--- src/kbm_pkg.sv ---
`default_nettype none
package kbm_pkg;

	////////////////////////////////////////////////////////////////////////
	// Host I/O map defaults and relocation indexes
	localparam logic [15:0] DATA_BASE_RST = 16'h0060;
	localparam logic [15:0] CMD_BASE_RST = 16'h0064;
	localparam logic [7:0] CFG_DATA_HI = 8'h60;
	localparam logic [7:0] CFG_DATA_LO = 8'h61;
	localparam logic [7:0] CFG_CMD_HI = 8'h62;
	localparam logic [7:0] CFG_CMD_LO = 8'h63;

	////////////////////////////////////////////////////////////////////////
	// Status bit positions
	localparam int ST_OBF = 0;
	localparam int ST_IBF = 1;
	localparam int ST_SYSF = 2;
	localparam int ST_CMD = 3;
	localparam int ST_INH = 4;
	localparam int ST_AUX = 5;
	localparam int ST_TOUT = 6;
	localparam int ST_PERR = 7;

	////////////////////////////////////////////////////////////////////////
	// Command byte layout and reset value
	localparam int CB_AUX_IE = 1;
	localparam int CB_SYSF = 2;
	localparam int CB_KBD_DIS = 4;
	localparam int CB_AUX_DIS = 5;
	localparam int CB_XLATE = 6;
	localparam logic [7:0] CB_RST = 8'h00;

	////////////////////////////////////////////////////////////////////////
	// Controller commands
	localparam logic [7:0] CMD_RD_CB = 8'h20;
	localparam logic [7:0] CMD_WR_CB = 8'h60;
	localparam logic [7:0] CMD_WR_AUX = 8'hd4;

	////////////////////////////////////////////////////////////////////////
	// Channels and serial frame
	localparam int NUM_CH = 2;
	localparam logic CH_KBD = 1'b0;
	localparam logic CH_AUX = 1'b1;
	localparam logic [3:0] BIT_PAR = 4'h8;
	localparam logic [3:0] BIT_STOP = 4'h9;

	////////////////////////////////////////////////////////////////////////
	// Timing: clock line hold before a send, and link time-out
	localparam int CLK_PERIOD_NS = 4;
	localparam int INHIBIT_NS = 100000;
	localparam int TIMEOUT_NS = 2000000;
	localparam int INHIBIT_CYC = (INHIBIT_NS + CLK_PERIOD_NS - 1) /
		CLK_PERIOD_NS;
	localparam int TIMEOUT_CYC = TIMEOUT_NS / CLK_PERIOD_NS;
	localparam int CNT_W = 20;

	////////////////////////////////////////////////////////////////////////
	// Pin carriers for one open-drain clock/data pair
	typedef struct packed {
		logic clk_i;
		logic dat_i;
	} kbm_pin_in_t;

	typedef struct packed {
		logic clk_o;
		logic clk_oe;
		logic dat_o;
		logic dat_oe;
	} kbm_pin_out_t;

	////////////////////////////////////////////////////////////////////////
	// State encodings
	typedef enum logic [4:0] {
		CH_IDLE = 5'b00001,
		CH_RX = 5'b00010,
		CH_INH = 5'b00100,
		CH_TX = 5'b01000,
		CH_ACK = 5'b10000
	} kbm_ch_state_t;

	typedef enum logic [3:0] {
		M_IDLE = 4'b0001,
		M_DEC = 4'b0010,
		M_REPLY = 4'b0100,
		M_SEND = 4'b1000
	} kbm_main_state_t;

endpackage
`default_nettype wire

--- src/kbm_link_chan.sv ---
`default_nettype none
module kbm_link_chan import kbm_pkg::*; #(
	parameter int INH_CYC = INHIBIT_CYC,
	parameter int TO_CYC = TIMEOUT_CYC
) (
	// Clock and reset
	input wire logic clock,
	input wire logic rst_n,
	// Control
	input wire logic disable_link,
	// Open-drain pins
	input wire kbm_pin_in_t pin_in,
	output var kbm_pin_out_t pin_out,
	// Transmit
	input wire logic tx_start,
	input wire logic [7:0] tx_data,
	output logic tx_busy,
	// Receive
	output logic rx_valid,
	output logic [7:0] rx_data,
	output logic rx_par_err,
	input wire logic rx_take,
	// Errors
	output logic timeout
);

	////////////////////////////////////////////////////////////////////////
	// Declarations
	kbm_ch_state_t state_reg, state_next; // Link sequencer
	logic clk_prev_reg; // Last sampled clock pin
	logic [3:0] bit_reg; // Frame bit index
	logic [9:0] shift_reg; // Frame bits, data first
	logic [CNT_W-1:0] cnt_reg; // Cycles since last clock fall
	logic fall; // Falling edge on clock pin
	logic inh_hit; // Clock hold time reached
	logic to_hit; // Link silent for too long
	logic rx_done; // Stop bit seen

	assign fall = clk_prev_reg & ~pin_in.clk_i;
	assign inh_hit = cnt_reg == CNT_W'(INH_CYC - 1);
	assign to_hit = cnt_reg == CNT_W'(TO_CYC - 1);
	assign rx_done = state_reg == CH_RX && fall && bit_reg == BIT_STOP;

	////////////////////////////////////////////////////////////////////////
	// Next state
	always_comb begin
		state_next = state_reg;
		case (state_reg)
			CH_IDLE: begin
				// A send wins over a frame start in the same cycle
				if (tx_start) begin
					state_next = CH_INH;
				end else if (!disable_link && !rx_valid && fall &&
					!pin_in.dat_i) begin
					state_next = CH_RX;
				end
			end
			CH_RX: begin
				if (rx_done || to_hit) begin
					state_next = CH_IDLE;
				end
			end
			CH_INH: begin
				if (inh_hit) begin
					state_next = CH_TX;
				end
			end
			CH_TX: begin
				if (fall && bit_reg == BIT_STOP) begin
					state_next = CH_ACK;
				end else if (to_hit) begin
					state_next = CH_IDLE;
				end
			end
			CH_ACK: begin
				if (fall || to_hit) begin
					state_next = CH_IDLE;
				end
			end
			default: begin
				state_next = CH_IDLE;
			end
		endcase
	end

	////////////////////////////////////////////////////////////////////////
	// State, edge history and frame bits
	always_ff @(posedge clock or negedge rst_n) begin
		if (!rst_n) begin
			state_reg <= CH_IDLE;
			clk_prev_reg <= 1'b1;
			bit_reg <= 4'h0;
			shift_reg <= 10'h000;
		end else begin
			state_reg <= state_next;
			clk_prev_reg <= pin_in.clk_i;
			if (state_reg == CH_IDLE) begin
				bit_reg <= 4'h0;
				// Preload stop, odd parity and data for a send
				if (tx_start) begin
					shift_reg <= {1'b1, ~^tx_data, tx_data};
				end
			end else if (fall && (state_reg == CH_RX ||
				state_reg == CH_TX)) begin
				bit_reg <= bit_reg + 4'h1;
				if (state_reg == CH_RX) begin
					shift_reg[bit_reg] <= pin_in.dat_i;
				end
			end
		end
	end

	////////////////////////////////////////////////////////////////////////
	// Cycle counter, restarted by every clock fall and state change
	always_ff @(posedge clock or negedge rst_n) begin
		if (!rst_n) begin
			cnt_reg <= '0;
		end else if (fall || state_next != state_reg) begin
			cnt_reg <= '0;
		end else if (state_reg != CH_IDLE) begin
			cnt_reg <= cnt_reg + CNT_W'(1);
		end
	end

	////////////////////////////////////////////////////////////////////////
	// Received byte holding; parity over data plus parity bit
	// parity checked on receive
	always_ff @(posedge clock or negedge rst_n) begin
		if (!rst_n) begin
			rx_valid <= 1'b0;
			rx_data <= 8'h00;
			rx_par_err <= 1'b0;
		end else if (rx_done) begin
			rx_valid <= 1'b1;
			rx_data <= shift_reg[7:0];
			rx_par_err <= ~^shift_reg[8:0];
		end else if (rx_take) begin
			rx_valid <= 1'b0;
		end
	end

	////////////////////////////////////////////////////////////////////////
	// Busy covers reception too, so a send only starts from idle
	// busy until acknowledge
	always_ff @(posedge clock or negedge rst_n) begin
		if (!rst_n) begin
			tx_busy <= 1'b0;
		end else begin
			tx_busy <= state_next != CH_IDLE;
		end
	end

	////////////////////////////////////////////////////////////////////////
	// Time-out pulse: silent link or missing acknowledge bit
	always_ff @(posedge clock or negedge rst_n) begin
		if (!rst_n) begin
			timeout <= 1'b0;
		end else begin
			timeout <= (state_reg != CH_IDLE && !fall && to_hit) ||
				(state_reg == CH_ACK && fall && pin_in.dat_i);
		end
	end

	////////////////////////////////////////////////////////////////////////
	// Pin drive; clock held low to inhibit while disabled or full
	always_ff @(posedge clock or negedge rst_n) begin
		if (!rst_n) begin
			pin_out <= '0;
		end else begin
			pin_out.clk_o <= 1'b0;
			pin_out.dat_o <= 1'b0;
			pin_out.clk_oe <= state_next == CH_INH ||
				(state_next == CH_IDLE && (disable_link || rx_valid));
			if (state_reg == CH_INH && state_next == CH_TX) begin
				pin_out.dat_oe <= 1'b1;
			end else if (state_reg == CH_TX && fall) begin
				pin_out.dat_oe <= bit_reg <= BIT_PAR ?
					~shift_reg[bit_reg] : 1'b0;
			end else if (state_next != CH_TX) begin
				pin_out.dat_oe <= 1'b0;
			end
		end
	end

endmodule
`default_nettype wire

--- src/kbm_host_port.sv ---
`default_nettype none
module kbm_host_port import kbm_pkg::*; #(
	parameter int INH_CYC = INHIBIT_CYC,
	parameter int TO_CYC = TIMEOUT_CYC
) (
	// Clock and reset
	input wire logic clock,
	input wire logic rst_n,
	// Host I/O cycles
	input wire logic [15:0] io_addr,
	input wire logic io_rd,
	input wire logic io_wr,
	input wire logic [7:0] io_wdata,
	output logic [7:0] io_rdata,
	output logic io_rdata_valid,
	// Relocation configuration writes
	input wire logic cfg_wr,
	input wire logic [7:0] cfg_index,
	input wire logic [7:0] cfg_wdata,
	// Inhibit switch, low when inhibited
	input wire logic kbd_inhibit_n,
	// Keyboard (0) and auxiliary (1) links
	input wire kbm_pin_in_t [NUM_CH-1:0] link_in,
	output wire kbm_pin_out_t [NUM_CH-1:0] link_out,
	// Interrupt requests
	output logic irq_kbd,
	output logic irq_aux
);

	////////////////////////////////////////////////////////////////////////
	// Declarations
	kbm_main_state_t state_reg, state_next; // Command sequencer
	logic [15:0] data_base_reg; // Data port address
	logic [15:0] cmd_base_reg; // Command/status port address
	logic [7:0] ibuf_reg; // Input buffer
	logic ibf_reg; // Input buffer full
	logic cmd_flag_reg; // Last write was a command
	logic [7:0] obuf_reg; // Output buffer
	logic obf_reg; // Output buffer full
	logic aux_obf_reg; // Byte came from auxiliary link
	logic perr_reg; // Parity error of last byte
	logic tout_reg; // Sticky link time-out
	logic [7:0] cmd_byte_reg; // Controller command byte
	logic pend_wcb_reg; // Next data is the command byte
	logic pend_aux_reg; // Next data goes to auxiliary link
	logic hit_data, hit_cmd; // Address decode
	logic host_wr_take; // Write accepted into input buffer
	logic ob_read; // Host reads output buffer
	logic consume; // Controller frees input buffer
	logic reply_load; // Command byte goes to output buffer
	logic rx_load; // A received byte goes to output buffer
	logic rx_pick; // Which link is taken
	logic [7:0] status; // Status byte
	// Per-link signals
	logic [NUM_CH-1:0] tx_start, tx_busy, rx_valid, rx_take;
	logic [NUM_CH-1:0] par_err, link_tout, link_dis;
	logic [7:0] rx_data [NUM_CH];

	////////////////////////////////////////////////////////////////////////
	// Address decode and port actions
	// compare against relocatable bases
	assign hit_data = io_addr == data_base_reg;
	assign hit_cmd = io_addr == cmd_base_reg;
	assign host_wr_take = io_wr && (hit_data || hit_cmd) && !ibf_reg;
	assign ob_read = io_rd && hit_data;

	////////////////////////////////////////////////////////////////////////
	// Serial links, one per channel
	assign link_dis[CH_KBD] = cmd_byte_reg[CB_KBD_DIS];
	assign link_dis[CH_AUX] = cmd_byte_reg[CB_AUX_DIS];

	generate
		for (genvar i = 0; i < NUM_CH; i++) begin : g_link
			kbm_link_chan #(
				.INH_CYC(INH_CYC),
				.TO_CYC(TO_CYC)
			) u_link (
				.clock(clock),
				.rst_n(rst_n),
				.disable_link(link_dis[i]),
				.pin_in(link_in[i]),
				.pin_out(link_out[i]),
				.tx_start(tx_start[i]),
				.tx_data(ibuf_reg),
				.tx_busy(tx_busy[i]),
				.rx_valid(rx_valid[i]),
				.rx_data(rx_data[i]),
				.rx_par_err(par_err[i]),
				.rx_take(rx_take[i]),
				.timeout(link_tout[i])
			);
		end
	endgenerate

	////////////////////////////////////////////////////////////////////////
	// Command sequencer decisions
	always_comb begin
		state_next = state_reg;
		consume = 1'b0;
		reply_load = 1'b0;
		tx_start = '0;
		case (state_reg)
			M_IDLE: begin
				if (ibf_reg) begin
					state_next = M_DEC;
				end
			end
			M_DEC: begin
				if (cmd_flag_reg) begin
					if (ibuf_reg == CMD_RD_CB) begin
						state_next = M_REPLY;
					end else begin
						// Other commands only set or clear a pending parameter
						consume = 1'b1;
						state_next = M_IDLE;
					end
				end else if (pend_wcb_reg) begin
					consume = 1'b1;
					state_next = M_IDLE;
				end else begin
					state_next = M_SEND;
				end
			end
			M_REPLY: begin
				// Wait for the host to empty the buffer first
				if (!obf_reg) begin
					reply_load = 1'b1;
					consume = 1'b1;
					state_next = M_IDLE;
				end
			end
			M_SEND: begin
				// start only on an idle link
				if (!tx_busy[pend_aux_reg]) begin
					tx_start[pend_aux_reg] = 1'b1;
					consume = 1'b1;
					state_next = M_IDLE;
				end
			end
			default: begin
				state_next = M_IDLE;
			end
		endcase
	end

	always_ff @(posedge clock or negedge rst_n) begin
		if (!rst_n) begin
			state_reg <= M_IDLE;
		end else begin
			state_reg <= state_next;
		end
	end

	////////////////////////////////////////////////////////////////////////
	// Received byte selection; keyboard first, reply before both
	always_comb begin
		rx_pick = rx_valid[CH_KBD] ? CH_KBD : CH_AUX;
		rx_load = !obf_reg && !reply_load && |rx_valid;
		rx_take = '0;
		rx_take[rx_pick] = rx_load;
	end

	////////////////////////////////////////////////////////////////////////
	// Output buffer; a load in the read cycle keeps the flag set
	// received byte into output buffer
	// full on load, empty on host read
	always_ff @(posedge clock or negedge rst_n) begin
		if (!rst_n) begin
			obuf_reg <= 8'h00;
			obf_reg <= 1'b0;
			aux_obf_reg <= 1'b0;
			perr_reg <= 1'b0;
		end else if (reply_load) begin
			obuf_reg <= cmd_byte_reg;
			obf_reg <= 1'b1;
			aux_obf_reg <= 1'b0;
			perr_reg <= 1'b0;
		end else if (rx_load) begin
			obuf_reg <= rx_data[rx_pick];
			obf_reg <= 1'b1;
			aux_obf_reg <= rx_pick == CH_AUX;
			perr_reg <= par_err[rx_pick];
		end else if (ob_read) begin
			obf_reg <= 1'b0;
		end
	end

	////////////////////////////////////////////////////////////////////////
	// Time-out flag; a new error wins over the clear by any received byte, parity error or not
	// sticky link time-out
	always_ff @(posedge clock or negedge rst_n) begin
		if (!rst_n) begin
			tout_reg <= 1'b0;
		end else if (|link_tout) begin
			tout_reg <= 1'b1;
		end else if (rx_load) begin
			tout_reg <= 1'b0;
		end
	end

	////////////////////////////////////////////////////////////////////////
	// Input buffer and command/data flag
	// host write fills buffer
	// full on write, empty when consumed
	always_ff @(posedge clock or negedge rst_n) begin
		if (!rst_n) begin
			ibuf_reg <= 8'h00;
			ibf_reg <= 1'b0;
			cmd_flag_reg <= 1'b0;
		end else if (host_wr_take) begin
			ibuf_reg <= io_wdata;
			ibf_reg <= 1'b1;
			cmd_flag_reg <= hit_cmd;
		end else if (consume) begin
			ibf_reg <= 1'b0;
		end
	end

	////////////////////////////////////////////////////////////////////////
	// Pending parameter; any new command cancels the old one
	// track awaited parameter byte
	always_ff @(posedge clock or negedge rst_n) begin
		if (!rst_n) begin
			pend_wcb_reg <= 1'b0;
			pend_aux_reg <= 1'b0;
		end else if (state_reg == M_DEC && cmd_flag_reg) begin
			pend_wcb_reg <= ibuf_reg == CMD_WR_CB;
			pend_aux_reg <= ibuf_reg == CMD_WR_AUX;
		end else if (consume) begin
			pend_wcb_reg <= 1'b0;
			pend_aux_reg <= 1'b0;
		end
	end

	////////////////////////////////////////////////////////////////////////
	// Command byte; translate bit is stored only, no code translation
	// write command byte parameter
	always_ff @(posedge clock or negedge rst_n) begin
		if (!rst_n) begin
			cmd_byte_reg <= CB_RST;
		end else if (state_reg == M_DEC && !cmd_flag_reg && pend_wcb_reg) begin
			cmd_byte_reg <= ibuf_reg;
		end
	end

	////////////////////////////////////////////////////////////////////////
	// Relocation registers
	// configuration writes move ports
	always_ff @(posedge clock or negedge rst_n) begin
		if (!rst_n) begin
			data_base_reg <= DATA_BASE_RST;
			cmd_base_reg <= CMD_BASE_RST;
		end else if (cfg_wr) begin
			case (cfg_index)
				CFG_DATA_HI: data_base_reg[15:8] <= cfg_wdata;
				CFG_DATA_LO: data_base_reg[7:0] <= cfg_wdata;
				CFG_CMD_HI: cmd_base_reg[15:8] <= cfg_wdata;
				CFG_CMD_LO: cmd_base_reg[7:0] <= cfg_wdata;
				default: begin
				end
			endcase
		end
	end

	////////////////////////////////////////////////////////////////////////
	// Status byte
	always_comb begin
		status = 8'h00;
		status[ST_OBF] = obf_reg;
		status[ST_IBF] = ibf_reg;
		status[ST_SYSF] = cmd_byte_reg[CB_SYSF];
		status[ST_CMD] = cmd_flag_reg;
		status[ST_INH] = kbd_inhibit_n;
		status[ST_AUX] = aux_obf_reg;
		status[ST_TOUT] = tout_reg;
		status[ST_PERR] = perr_reg;
	end

	////////////////////////////////////////////////////////////////////////
	// Read data; a status read touches no buffer
	// data port returns output buffer
	always_ff @(posedge clock or negedge rst_n) begin
		if (!rst_n) begin
			io_rdata <= 8'h00;
			io_rdata_valid <= 1'b0;
		end else begin
			io_rdata_valid <= io_rd && (hit_data || hit_cmd);
			if (io_rd && hit_data) begin
				io_rdata <= obuf_reg;
			end else if (io_rd && hit_cmd) begin
				io_rdata <= status;
			end
		end
	end

	////////////////////////////////////////////////////////////////////////
	// Interrupts as levels while a byte waits
	// request while buffer full
	always_ff @(posedge clock or negedge rst_n) begin
		if (!rst_n) begin
			irq_kbd <= 1'b0;
			irq_aux <= 1'b0;
		end else begin
			irq_kbd <= obf_reg && !aux_obf_reg;
			irq_aux <= obf_reg && aux_obf_reg && cmd_byte_reg[CB_AUX_IE];
		end
	end

endmodule
`default_nettype wire

--- config.mk ---
export PLATFORM = sky130hd
export DESIGN_NAME = kbm_host_port
export DESIGN_NICKNAME = d
export VERILOG_FILES = /design/src/kbm_pkg.sv /design/src/kbm_link_chan.sv /design/src/kbm_host_port.sv
export SDC_FILE = /design/constraint.sdc
export NUM_CORES = 1
export LEC_CHECK = 0
export ABC_AREA = 0
export BUFFER_PORTS_ARGS = -buffer_cell sky130_fd_sc_hd__buf_2
export CAP_MARGIN = 20
export CORE_ASPECT_RATIO = 2
export CORE_MARGIN = 5
export CORE_UTILIZATION = 61
export DETAILED_ROUTE_END_ITERATION = 10
export PLACE_DENSITY = 0.8
export SYNTH_ARGS = -nofsm -noshare
export SYNTH_HDL_FRONTEND = slang
export SYNTH_SLANG_ARGS = --single-unit
export TNS_END_PERCENT = 5
--- constraint.sdc ---
create_clock -name clock -period 2.9 [get_ports clock]
set_clock_uncertainty 0.15 [all_clocks]
set_input_delay 0.145 -clock clock [delete_from_list [all_inputs] [get_ports clock]]
set_output_delay 0.145 -clock clock [all_outputs]
set_load 0.02 [all_outputs]
==> impl_metrics.tcl <==
set metrics [dict create \
    powerDensity_nw_per_um2 477 \
    cellLeakagePower_nw 5.11 \
    synth.most_common_cell "dfrtp_1" \
    maxSlewViolCount 0 \
    worst_setup_path_end_kind "register" \
    rsz0062_at_grt "no" \
    synthFlopType "dfrtp_1" \
    num_vias 7957 \
    power.internal_mw 4.13 \
    max_clock_freq_mhz 370 \
    drtPass1Iterations 5 \
    port_buffers 64 \
    setup_violations 0 \
    syn_inst 965 \
    avgSynthCellArea_um2 10.4 \
    hold_depth 4 \
    maxSlewHeadroom_pct 31.5 \
    ant_nets 0 \
    cts-root-buf "clkbuf_16" \
    finalNonFillerCells 1267 \
    wirelength_mm 25.0 \
    antenna_found_initial 0 \
    ys_seq_area_share_pct 46.7 \
    post-place-cells 1211 \
    swShare_pct 24.4 \
    synth_xor_area_share_pct 8.45 \
    clkTransAtPathRegs_ps 70 \
    placementRows 66 \
    finalHoldViolCount 0 \
    synth_top_area_share_pct 44.1 \
    drv_cap 0 \
    cts.path.max_buffers 2 \
    r2r_cells 5 \
    initial_core_util_pct 61.8 \
    wl_per_cell_um 19.8 \
    cts_setup_buffers 0 \
    numClockSinks 187 \
    worstSkewPairLatency_ps 440 \
    synthArstFlopShare_pct 100 \
    whs_ps 64.9 \
    largest_reg_flops 40 \
    syn-cell-area_um2 10000 \
    synth_commonest_cells "177 x dfrtp_1, 83 x mux2_2, 64 x xor2_1" \
    dieArea_um2 19300 \
    synth-compound-area-share_pct 9.11 \
    power_mw 5.47 \
    power_frac_seq_pct 49.8 \
    die_height_um 192 \
    synth_top_area_cell "dfrtp_1" \
    die_x_um 101 \
    synth_top_family_by_area "simple AND/OR/NAND/NOR gates" \
    critPathMaxFanout 20 \
    pwr-share-comb_pct 7.4 \
    synth_cell_types 65 \
    num-nets-final 1118 \
    gp_congestion 0.866 \
    tightest_slew_ps 1030 \
    yosys.area_share.adder_pct 2.24 \
    cp.arrival_ps 2850 \
    grt_max_degree 78 \
    synth_edf_count 0 \
    drive_above_1_share_pct 23.0 \
    grt_usage_pct 27.5 \
    via_per_inst 6.28 \
    p_sw_mw 1.34 \
    status "finished, final reports clean" \
    setup_tns_ps 0 \
    grt_pass1_wl_mm 41.7 \
    cts_made_buffers 17 \
    crit_required_ps 3050 \
    hold_class "in2reg" \
    htree_levels 4 \
    path_class "reg2reg" \
    pwr-share-clk_pct 42.9 \
    io_pins 69 \
    drt_drc_violations_left 0 \
    first_iter_violations 443 \
    period_share_pct 93.3 \
    critPathLaunchType "register" \
    cts_tree "done" \
    hpwl_mm 18.1 \
    antenna_cells 0 \
    yosys.area_share.simple_pct 18.3 \
    postCtsHoldBufs 23 \
    vdd_drop_max_mv 0.395 \
    synth_mux_area_share_pct 12.0 \
    coreArea_um2 16300 \
    ys_ff_latch 187 \
    grt_pass1_vias 8374 \
    fin_crit_ps 2700 \
    syn2layout_area_growth_pct 14.1 \
    grt.overflow.total 0 \
    cts_resized 0 \
    synth_warnings 0 \
    synth_area_leaders "dfrtp_1 44%, mux2_2 9.3%, xor2_1 5.6%" \
]
## cell families (layout without fill, tap and decap cells)
group / count (synthesis) / count (layout)
adders and majority gates: 18 / 18
AOI/OAI and AO/OA: 146 / 146
buffers and inverters: 74 / 169
DFF: 187 / 187
other: 1 / 4
and+or+nand+nor: 337 / 337
xor gates and xnor gates: 97 / 97
muxes: 105 / 105
## metrics by stage
stage / util, % / worst slack (ps) / area, µm²
after floorplan: - / 436 / 10100
after global placement: 65.3 / 214 / 10600
after detailed placement: 65.3 / 181 / 10600
after CTS: 70.4 / 184 / 11500
after global routing: 70.5 / 59.1 / 11500
final: 70.5 / 195 / 11500
## power by group through the flow
stage	logic [mW]	clock network, mW	registers [mW]
floorplan	0.174	0	2.80
finish	0.403	2.34	2.72
detailed placement	0.380	0	2.77
global route	0.441	2.46	2.73
global placement	0.370	0	2.77
CTS	0.405	2.37	2.72
## path summary, 6_finish.rpt
path	to	start	slack (ps)
worst min-delay path	io_rdata[4]	io_rd	60
worst max register to register	g_link[1].u_link.cnt_reg[19]	g_link[1].u_link.cnt_reg[11]	200
max in group asynchronous	g_link[0].u_link.clk_prev_reg	rst_n	1550
worst min register to register	tout_reg	g_link[0].u_link.timeout	330
worst max-delay path	g_link[1].u_link.cnt_reg[19]	g_link[1].u_link.cnt_reg[11]	200
min in group asynchronous	cmd_base_reg[12]	rst_n	150
## metal layers
layer / GRT usage (%) / part of all wire (%) / up-vias
met3: 3.69 / 3.5 / 105
met2: 50.6 / 55 / 257
met1: 27.7 / 34 / 3946
met4: 18.7 / 7.0 / 0
li1: - / - / 3649
met5: 0 / 0 / -
## critical path, stage by stage, from the launching register on
cell and delay [ps]:
dfrtp_1 420, or4b_4 560, or4_1 460, or4_1 520, nand4_2 340, nor3_1 120
## area by class of cell
type                            count  area, µm²
Clock inverter                     14        163
Tap cell                          204        255
Multi-Input combinational cell    707       5060
Inverter                           19       71.3
Clock buffer                       18        429
Fill cell                        1158       4800
Sequential cell                   187       4690
Timing Repair Buffer              118        796
## placed cells by master (no fill, tap or decap), types with 13 or more instances in the layout
cell type / count
a21oi_1: 30
buf_2: 63
buf_4: 30
clkbuf_16: 17
dfrtp_1: 177
dlygate4sd3_1: 23
ha_1: 18
inv_1: 19
mux2_2: 83
mux2i_1: 18
nand2_1: 61
nand3_1: 39
nand3b_1: 13
nand4_1: 28
nor2_1: 44
nor3_1: 53
nor4_1: 21
o21ai_0: 61
xnor2_1: 33
xor2_1: 64
Note: power is estimated with default switching activity, not from simulation.
